--- src/inc/timer_wdt_regs.vh ---
// Constants for the multifunction timer and watchdog block.
// Included by the design files; holds definitions only.
`ifndef TIMER_WDT_REGS_VH
`define TIMER_WDT_REGS_VH

// ---------------------------------------------------------------
// Register byte addresses
// ---------------------------------------------------------------
`define TSC_ADDR          10'h008
`define TCV_ADDR          10'h00C
`define WDC_ADDR          10'h3F0

// ---------------------------------------------------------------
// Status/control field positions
// ---------------------------------------------------------------
`define TSC_OVF_BIT       7
`define TSC_PER_BIT       6
`define TSC_OVF_IE_BIT    5
`define TSC_PER_IE_BIT    4
`define TSC_OVF_CLR_BIT   3
`define TSC_PER_CLR_BIT   2
`define TSC_RATE_HI_BIT   1
`define TSC_RATE_LO_BIT   0
`define WDC_CLEAR_BIT     0

// ---------------------------------------------------------------
// Reset values
// ---------------------------------------------------------------
`define RATE_RESET        2'b11
`define IE_RESET          1'b0

// ---------------------------------------------------------------
// Counter geometry and timing counts
// ---------------------------------------------------------------
`define PRESCALE_BITS     2
`define CHAIN_STAGES      15
`define COUNT_LSB         2
`define COUNT_BITS        8
`define TAP_BASE_BIT      13
`define WDT_STAGES        4
`define WDT_TIMEOUT_TICKS 4'h8
`define POR_CYCLES        4064
`define POR_CNT_BITS      12

`endif

--- src/hw/multifunction_timer_watchdog.v ---
// Multifunction timer: prescaled counter chain, overflow and periodic
// interrupts, and a watchdog clocked by the selected periodic tap.
// Assumes a classic Wishbone master on clk_i and a CPU that pulses
// stop_exec_i on a stop instruction and wake_i on wakeup.
// Option straps are static levels from outside the clock domain;
// every other input is driven from logic on clk_i.
//
// Decided for this implementation: the Wishbone register port.
`timescale 1ns/1ps
`include "timer_wdt_regs.vh"

module multifunction_timer_watchdog #(
  parameter POR_CYCLES = `POR_CYCLES
) (
  input  wire        clk_i,
  input  wire        rst_i,
  input  wire        cyc_i,
  input  wire        stb_i,
  input  wire        we_i,
  input  wire [9:0]  adr_i,
  input  wire [3:0]  sel_i,
  input  wire [31:0] dat_i,
  output wire [31:0] dat_o,
  output wire        ack_o,
  input  wire [7:0]  prog_mem_byte_i,
  input  wire        watchdog_option_enable_i,
  input  wire        stop_to_halt_option_i,
  input  wire        stop_exec_i,
  input  wire        wake_i,
  output wire        overflow_irq_o,
  output wire        periodic_irq_o,
  output wire        ctrl_reset_o,
  output wire        stopped_o
);

  // -------------------------------------------------------------
  // Declarations
  // -------------------------------------------------------------
  // Prescaler plus core stages
  localparam CHAIN_W = `PRESCALE_BITS + `CHAIN_STAGES;

  // Counter, watchdog and bus decode nets
  wire [CHAIN_W-1:0]     chain_count;
  wire                   chain_full;
  wire [`WDT_STAGES-1:0] wdt_count;
  wire [1:0]             options;
  wire                   wdt_enable;
  wire                   halt_on_stop;
  wire                   timer_run;
  wire                   core_reset;
  wire                   bus_req;
  wire                   wr_stb;
  wire                   wr_tsc;
  wire                   wr_wdc;
  wire                   ovf_event;
  wire                   per_event;
  wire                   wdt_clear;
  wire                   wdt_bite;
  wire [7:0]             tsc_read;

  // State registers and their next values
  reg                    por_active_reg;
  reg  [`POR_CNT_BITS-1:0] por_cnt_reg;
  reg                    por_release_reg;
  reg                    wdt_bite_reg;
  reg                    stopped_reg;
  reg                    ovf_flag_reg;
  reg                    ovf_flag_next;
  reg                    per_flag_reg;
  reg                    per_flag_next;
  reg                    ovf_ie_reg;
  reg                    per_ie_reg;
  reg  [1:0]             rate_reg;
  reg                    per_tap;
  reg                    ack_reg;
  reg  [31:0]            dat_reg;
  reg  [31:0]            dat_next;

  // -------------------------------------------------------------
  // Option inputs
  // -------------------------------------------------------------
  // Option straps come from outside and are synchronised
  // Nothing reads the straps before both flops have seen them
  sync_ff #(
    .WIDTH (2)
  ) u_opt_sync (
    .clk_i (clk_i),
    .rst_i (rst_i),
    .d_i   ({stop_to_halt_option_i, watchdog_option_enable_i}),
    .q_o   (options)
  );

  assign wdt_enable   = options[0];
  assign halt_on_stop = options[1];

  // -------------------------------------------------------------
  // Power-on delay
  // -------------------------------------------------------------
  // Hold the controller in reset for POR_CYCLES, then release
  // The chain keeps counting through the delay; the release pulse
  // clears it once more so software starts from a fresh count
  always @(posedge clk_i) begin
    if (rst_i) begin
      por_active_reg  <= 1'b1;
      por_cnt_reg     <= {`POR_CNT_BITS{1'b0}};
      por_release_reg <= 1'b0;
    end else if (por_active_reg) begin
      if (por_cnt_reg == POR_CYCLES[`POR_CNT_BITS-1:0] - 1'b1) begin
        por_active_reg  <= 1'b0;
        por_release_reg <= 1'b1;
      end else begin
        por_cnt_reg <= por_cnt_reg + 1'b1;
      end
    end else begin
      por_release_reg <= 1'b0;
    end
  end

  // Registers are held while power-on or watchdog reset is active; the
  // release cycle is held too, as the chain only clears at its end and
  // an old count there must not set a flag
  assign core_reset   = rst_i | por_active_reg | por_release_reg | wdt_bite_reg;
  assign ctrl_reset_o = por_active_reg | wdt_bite_reg;

  // -------------------------------------------------------------
  // Stop handling
  // -------------------------------------------------------------
  // Stop freezes the timer unless the option turns it into halt
  // Wake wins over a stop in the same cycle, so the part keeps running
  always @(posedge clk_i) begin
    if (core_reset) begin
      stopped_reg <= 1'b0;
    end else if (wake_i) begin
      stopped_reg <= 1'b0;
    end else if (stop_exec_i && !halt_on_stop) begin
      stopped_reg <= 1'b1;
    end
  end

  assign stopped_o = stopped_reg;
  // Halt and wait leave the timer clock running
  // so the chain, the flags and the watchdog all keep going there
  assign timer_run = !stopped_reg;

  // -------------------------------------------------------------
  // Counter chain
  // -------------------------------------------------------------
  // Two prescale stages then fifteen counting stages
  // Bits [1:0] divide by four, bits [9:2] are the readable count
  stage_counter #(
    .WIDTH (CHAIN_W)
  ) u_chain (
    .clk_i   (clk_i),
    .clr_i   (rst_i | por_release_reg),
    .en_i    (timer_run),
    .count_o (chain_count),
    .full_o  (chain_full)
  );

  // Readable count moves every four clocks; wrap every 1024
  // The event is gated by run so a frozen chain sets nothing
  assign ovf_event = timer_run & (&chain_count[`COUNT_LSB+`COUNT_BITS-1:0]);

  // Periodic tap fires as the selected low stages wrap
  // A rate change can fake or swallow one tick; software clears the
  // watchdog first so that the odd tick cannot cause a timeout
  always @* begin
    case (rate_reg)
      2'b00:   per_tap = &chain_count[`TAP_BASE_BIT:0];
      2'b01:   per_tap = &chain_count[`TAP_BASE_BIT+1:0];
      2'b10:   per_tap = &chain_count[`TAP_BASE_BIT+2:0];
      2'b11:   per_tap = chain_full;
      default: per_tap = 1'b0;
    endcase
  end

  // A stopped chain raises no periodic tick either
  assign per_event = timer_run & per_tap;

  // -------------------------------------------------------------
  // Watchdog
  // -------------------------------------------------------------
  // Any reset, a clear write, stop or a missing option empties it
  assign wdt_clear = core_reset | wr_wdc | stopped_reg | !wdt_enable;

  // Four stages counting periodic ticks in run, wait and halt
  stage_counter #(
    .WIDTH (`WDT_STAGES)
  ) u_wdt (
    .clk_i   (clk_i),
    .clr_i   (wdt_clear),
    .en_i    (per_event & wdt_enable),
    .count_o (wdt_count),
    .full_o  ()
  );

  // Ninth tick after clear: at least eight whole intervals
  // and at most nine, as the clear may land just after a tick
  assign wdt_bite = per_event & wdt_enable & !wdt_clear
                    & (wdt_count == `WDT_TIMEOUT_TICKS);

  // One-cycle controller reset on timeout
  // Registered so that the reset pulse is free of glitches
  always @(posedge clk_i) begin
    if (rst_i) begin
      wdt_bite_reg <= 1'b0;
    end else begin
      wdt_bite_reg <= wdt_bite;
    end
  end

  // -------------------------------------------------------------
  // Wishbone slave
  // -------------------------------------------------------------
  // Requests are taken only while ack is low, so a held request is
  // answered once; only the low byte lane carries register data
  assign bus_req    = cyc_i & stb_i & !ack_reg;
  assign wr_stb     = bus_req & we_i & sel_i[0];
  assign wr_tsc     = wr_stb & (adr_i == `TSC_ADDR);
  assign wr_wdc     = wr_stb & (adr_i == `WDC_ADDR) & !dat_i[`WDC_CLEAR_BIT];

  // Ack one cycle after the request, drop the cycle after
  // One wait state buys a registered ack and registered read data
  always @(posedge clk_i) begin
    if (rst_i) begin
      ack_reg <= 1'b0;
    end else begin
      ack_reg <= bus_req;
    end
  end

  assign ack_o = ack_reg;

  // -------------------------------------------------------------
  // Control bits
  // -------------------------------------------------------------
  // Enables and rate select written through the status register
  // The flag-clear bits are strobes only and keep no state
  always @(posedge clk_i) begin
    if (core_reset) begin
      ovf_ie_reg <= `IE_RESET;
      per_ie_reg <= `IE_RESET;
      rate_reg   <= `RATE_RESET;
    end else if (wr_tsc) begin
      ovf_ie_reg <= dat_i[`TSC_OVF_IE_BIT];
      per_ie_reg <= dat_i[`TSC_PER_IE_BIT];
      rate_reg   <= dat_i[`TSC_RATE_HI_BIT:`TSC_RATE_LO_BIT];
    end
  end

  // -------------------------------------------------------------
  // Interrupt flags
  // -------------------------------------------------------------
  // Flags set by events, cleared by clear bits; setting wins
  // so a tick that meets a clear write in one cycle is not lost
  always @* begin
    ovf_flag_next = ovf_flag_reg;
    per_flag_next = per_flag_reg;
    if (wr_tsc && dat_i[`TSC_OVF_CLR_BIT]) begin
      ovf_flag_next = 1'b0;
    end
    if (wr_tsc && dat_i[`TSC_PER_CLR_BIT]) begin
      per_flag_next = 1'b0;
    end
    if (ovf_event) begin
      ovf_flag_next = 1'b1;
    end
    if (per_event) begin
      per_flag_next = 1'b1;
    end
  end

  always @(posedge clk_i) begin
    if (core_reset) begin
      ovf_flag_reg <= 1'b0;
      per_flag_reg <= 1'b0;
    end else begin
      ovf_flag_reg <= ovf_flag_next;
      per_flag_reg <= per_flag_next;
    end
  end

  // Level requests while flag and enable are both set
  assign overflow_irq_o = ovf_flag_reg & ovf_ie_reg;
  assign periodic_irq_o = per_flag_reg & per_ie_reg;

  // -------------------------------------------------------------
  // Read data
  // -------------------------------------------------------------
  // Clear bits always read as zero
  assign tsc_read = {ovf_flag_reg, per_flag_reg, ovf_ie_reg, per_ie_reg,
                     2'b00, rate_reg};

  // Read mux; unmapped addresses read zero
  // Data is sampled at the taking edge and stands in the ack cycle
  always @* begin
    dat_next = 32'h0000_0000;
    if (bus_req && !we_i) begin
      case (adr_i)
        `TSC_ADDR: dat_next = {24'h00_0000, tsc_read};
        `TCV_ADDR: dat_next = {24'h00_0000,
                               chain_count[`COUNT_LSB+`COUNT_BITS-1:`COUNT_LSB]};
        `WDC_ADDR: dat_next = {24'h00_0000, prog_mem_byte_i};
        default:   dat_next = 32'h0000_0000;
      endcase
    end
  end

  // Read data register, zero outside the ack cycle
  always @(posedge clk_i) begin
    if (rst_i) begin
      dat_reg <= 32'h0000_0000;
    end else begin
      dat_reg <= dat_next;
    end
  end

  assign dat_o = dat_reg;

endmodule // multifunction_timer_watchdog

--- src/hw/sync_ff.v ---
// Two-flop synchroniser for a group of static option levels.
// Assumes inputs are slow levels from outside the clock domain.
`timescale 1ns/1ps

module sync_ff #(
  parameter WIDTH = 1
) (
  input  wire             clk_i,
  input  wire             rst_i,
  input  wire [WIDTH-1:0] d_i,
  output wire [WIDTH-1:0] q_o
);

  reg [WIDTH-1:0] meta_reg;
  reg [WIDTH-1:0] sync_reg;

  // First stage feeds only the second stage
  always @(posedge clk_i) begin
    if (rst_i) begin
      meta_reg <= {WIDTH{1'b0}};
      sync_reg <= {WIDTH{1'b0}};
    end else begin
      meta_reg <= d_i;
      sync_reg <= meta_reg;
    end
  end

  assign q_o = sync_reg;

endmodule // sync_ff

--- src/hw/stage_counter.v ---
// Parameterised binary counter with clear, enable and all-ones flag.
// Assumes clear and enable come from logic on the same clock.
`timescale 1ns/1ps

module stage_counter #(
  parameter WIDTH = 4
) (
  input  wire             clk_i,
  input  wire             clr_i,
  input  wire             en_i,
  output wire [WIDTH-1:0] count_o,
  output wire             full_o
);

  reg [WIDTH-1:0] count_reg;

  // Clear has priority over counting
  always @(posedge clk_i) begin
    if (clr_i) begin
      count_reg <= {WIDTH{1'b0}};
    end else if (en_i) begin
      count_reg <= count_reg + {{(WIDTH-1){1'b0}}, 1'b1};
    end
  end

  assign count_o = count_reg;
  assign full_o  = &count_reg;

endmodule // stage_counter

--- config.mk ---
export PLATFORM = sky130hd
export DESIGN_NAME = multifunction_timer_watchdog
export DESIGN_NICKNAME = d
export VERILOG_FILES = /design/src/hw/multifunction_timer_watchdog.v /design/src/hw/sync_ff.v /design/src/hw/stage_counter.v
export VERILOG_INCLUDE_DIRS = /design/src /design/src/inc
export SDC_FILE = /design/constraint.sdc
export NUM_CORES = 1
export LEC_CHECK = 0
export BUFFER_PORTS_ARGS = -buffer_cell sky130_fd_sc_hd__buf_2
export CORE_ASPECT_RATIO = 0.5
export CORE_MARGIN = 3
export CORE_UTILIZATION = 53
export CTS_CLUSTER_SIZE = 16
export DETAILED_ROUTE_END_ITERATION = 16
export GPL_ROUTABILITY_DRIVEN = 0
export PLACE_DENSITY_LB_ADDON = 0.15
export SYNTH_ARGS = -nofsm -noshare
export SYNTH_HDL_FRONTEND = slang
export SYNTH_SLANG_ARGS = --single-unit
--- constraint.sdc ---
create_clock -name clk_i -period 3.5 [get_ports clk_i]
set_input_delay 0.35 -clock clk_i [delete_from_list [all_inputs] [get_ports clk_i]]
set_output_delay 0.35 -clock clk_i [all_outputs]
set_load 0.01 [all_outputs]
==> impl_metrics.tcl <==
set metrics [dict create \
    drv_cap 0 \
    hold_path_class "input port to register" \
    nFillCells 392 \
    total_power_uw 1080 \
    place_ws_ps 1380 \
    cts.sinks 56 \
    fin_skew_ps 5.91 \
    insertion_delay_ps 310 \
    die_area_um2 5940 \
    layout_common_cells "dfxtp_1, buf_2, nor2_1" \
    clockRootBuffer "clkbuf_8" \
    routed-wl-met2_mm 2.43 \
    cts_max_level 2 \
    worstHoldPathCells 2 \
    syn_inst 304 \
    post-dp-hpwl_mm 3.97 \
    firstDrtPassIters 4 \
    rsz0062_at_grt "false" \
    drive_gt1_share_pct 18.2 \
    finalMaxSlewViolations 0 \
    final_util_pct 63.9 \
    postCtsResizedCells 0 \
    dr_wl_met3_um 477 \
    finalCritPeriodShare_pct 57.4 \
    cts_inserted_buffers 5 \
    hold_buffers 0 \
    synth_warnings 0 \
    die-width_um 106 \
    synth_area_um2 2650 \
    synth-edff-count 0 \
    nets 418 \
    viasPerCell 5.26 \
    clockBufferDepth 2 \
    finalHoldViolCount 0 \
    setup_tns_ps 0 \
    worstMarginPinSlew_ps 822 \
    ys_top_cells_by_area "dfxtp_1, buf_4, nor2_1, xor2_1, nand2_1" \
    diodes 0 \
    syn_area_per_cell_um2 8.72 \
    synth_ff_type "dfxtp_1" \
    fmax_mhz 498 \
    grt-ovfl-total 0 \
    outcome "complete, no violations" \
    rows 17 \
    cpPeakStageDelay_ps 570 \
    timing.final.ws_setup_ps 1490 \
    slew_headroom_pct 44.7 \
    p_leak_uw 0.00117 \
    dpl_cell_area_um2 2850 \
    crit_required_ps 3700 \
    synth_top_area_share_pct 42.3 \
    critPathLaunchType "register" \
    grt_usage_pct 18.0 \
    routed.top_layer "met4" \
    start_util_pct 57.7 \
    async_reset_ff_share_pct 0 \
    post_cts_buffers 0 \
    ys_seq_area_share_pct 42.3 \
    synth_seq_cells 56 \
    final_area_um2 2940 \
    die_y_um 56 \
    first_iter_violations 56 \
    critical_path.endpoint_type "register" \
    numPortBuffers 46 \
    crit_chain "ha_1 -> nand4_1 -> or4_4 -> a21oi_4 -> o211ai_1 -> mux2i_1" \
    cp.arrival_ps 2210 \
    reg2regPathDepth 6 \
    synth.distinct_cells 43 \
    wl_per_cell_um 12.5 \
    postRouteAntennaNets 0 \
    drt-met1-wl_mm 2.28 \
    clk_pin_slew_ps 90 \
    drc 0 \
    core_area_um2 4590 \
    grt_pass1_vias 1983 \
    crit_fanout 5 \
    slowest_stage "or4_4" \
    grt_max_degree 24 \
    grt_pass1_wl_mm 8.75 \
    critical_path_class "register to register" \
    wl_mm 5.21 \
    peakVddDrop_mv 0.216 \
    dr_total_vias 2194 \
    fin_crit_ps 2010 \
    largest_reg_flops 17 \
    cts_tree "yes" \
    num_io_pins 100 \
    area_growth_pct 10.9 \
    setup_viol 0 \
    powerDensity_nw_per_um2 367 \
    final_common_cell "dfxtp_1" \
    antenna_found_initial 0 \
    yosysTopAreaCell "dfxtp_1" \
]
[cells by family after synthesis]
group,Yosys count,share of synthesized area (%)
compound gates,30,7.84
xor+xnor,22,7.27
fa+ha+maj,5,2.36
buf+inv,40,9.16
flops,56,42.3
mux,7,2.64
other cells,1,0.142
simple gates,143,28.3
[layer usage]
layer | vias up | global-route usage, %
met5 | - | 0
met1 | 1010 | 22.9
met3 | 4 | 5.21
met2 | 87 | 30.7
met4 | 0 | 3.32
li1 | 1093 | -
[worst max-delay path, delay by kind of cell (launching register included)]
family,cells,cell delay (ps)
and+or+nand+nor,2,760
DFF,1,380
AOI/OAI and AO/OA,2,360
adders and majority gates,1,270
muxes,1,130
[Yosys cell counts (all sizes together) (5+ instances only)]
cell / instances
dfxtp: 56
nor2: 42
nand2: 28
buf: 27
nand3: 15
xor2: 14
a21oi: 12
inv: 9
nor3: 9
nand4: 8
xnor2: 8
mux2i: 7
o21ai: 7
a222oi: 6
ha: 5
nand4b: 5
nor2b: 5
or3: 5
[where the power goes]
| part | leakage (uW) | internal, uW | switching [uW] |
|---|---|---|---|
| logic | 0.000668 | 26.1 | 37.6 |
| registers | 0.000453 | 645 | 7.05 |
| clock network | 0.0000455 | 162 | 200 |
[per-stage QoR]
stage               std cells  hold WS, ps
detailed placement        409          424
global placement          409          418
finish                    417          199
floorplan                 327          414
CTS                       417          193
global route              417          202
[final timing paths]
kind                               start                end  slack, ps
hold / removal                    wake_i          stopped_o        200
hold reg to reg   u_opt_sync.meta_reg[1]  u_opt_sync.q_o[1]        450
setup reg to reg      u_chain.count_o[0]   u_wdt.count_o[3]       1490
setup / recovery      u_chain.count_o[0]   u_wdt.count_o[3]       1490
[cell type report]
type / count / area (um2) / area share [%]
multi-input cells: 231 / 1370 / 46.7
inverters: 9 / 33.8 / 1.15
flip-flops and latches: 56 / 1120 / 38.2
well taps: 66 / 82.6 / 2.81
clock buffers: 8 / 90.1 / 3.07
repair buffers: 47 / 238 / 8.09
No activity file was read; power rests on OpenSTA's default activity.
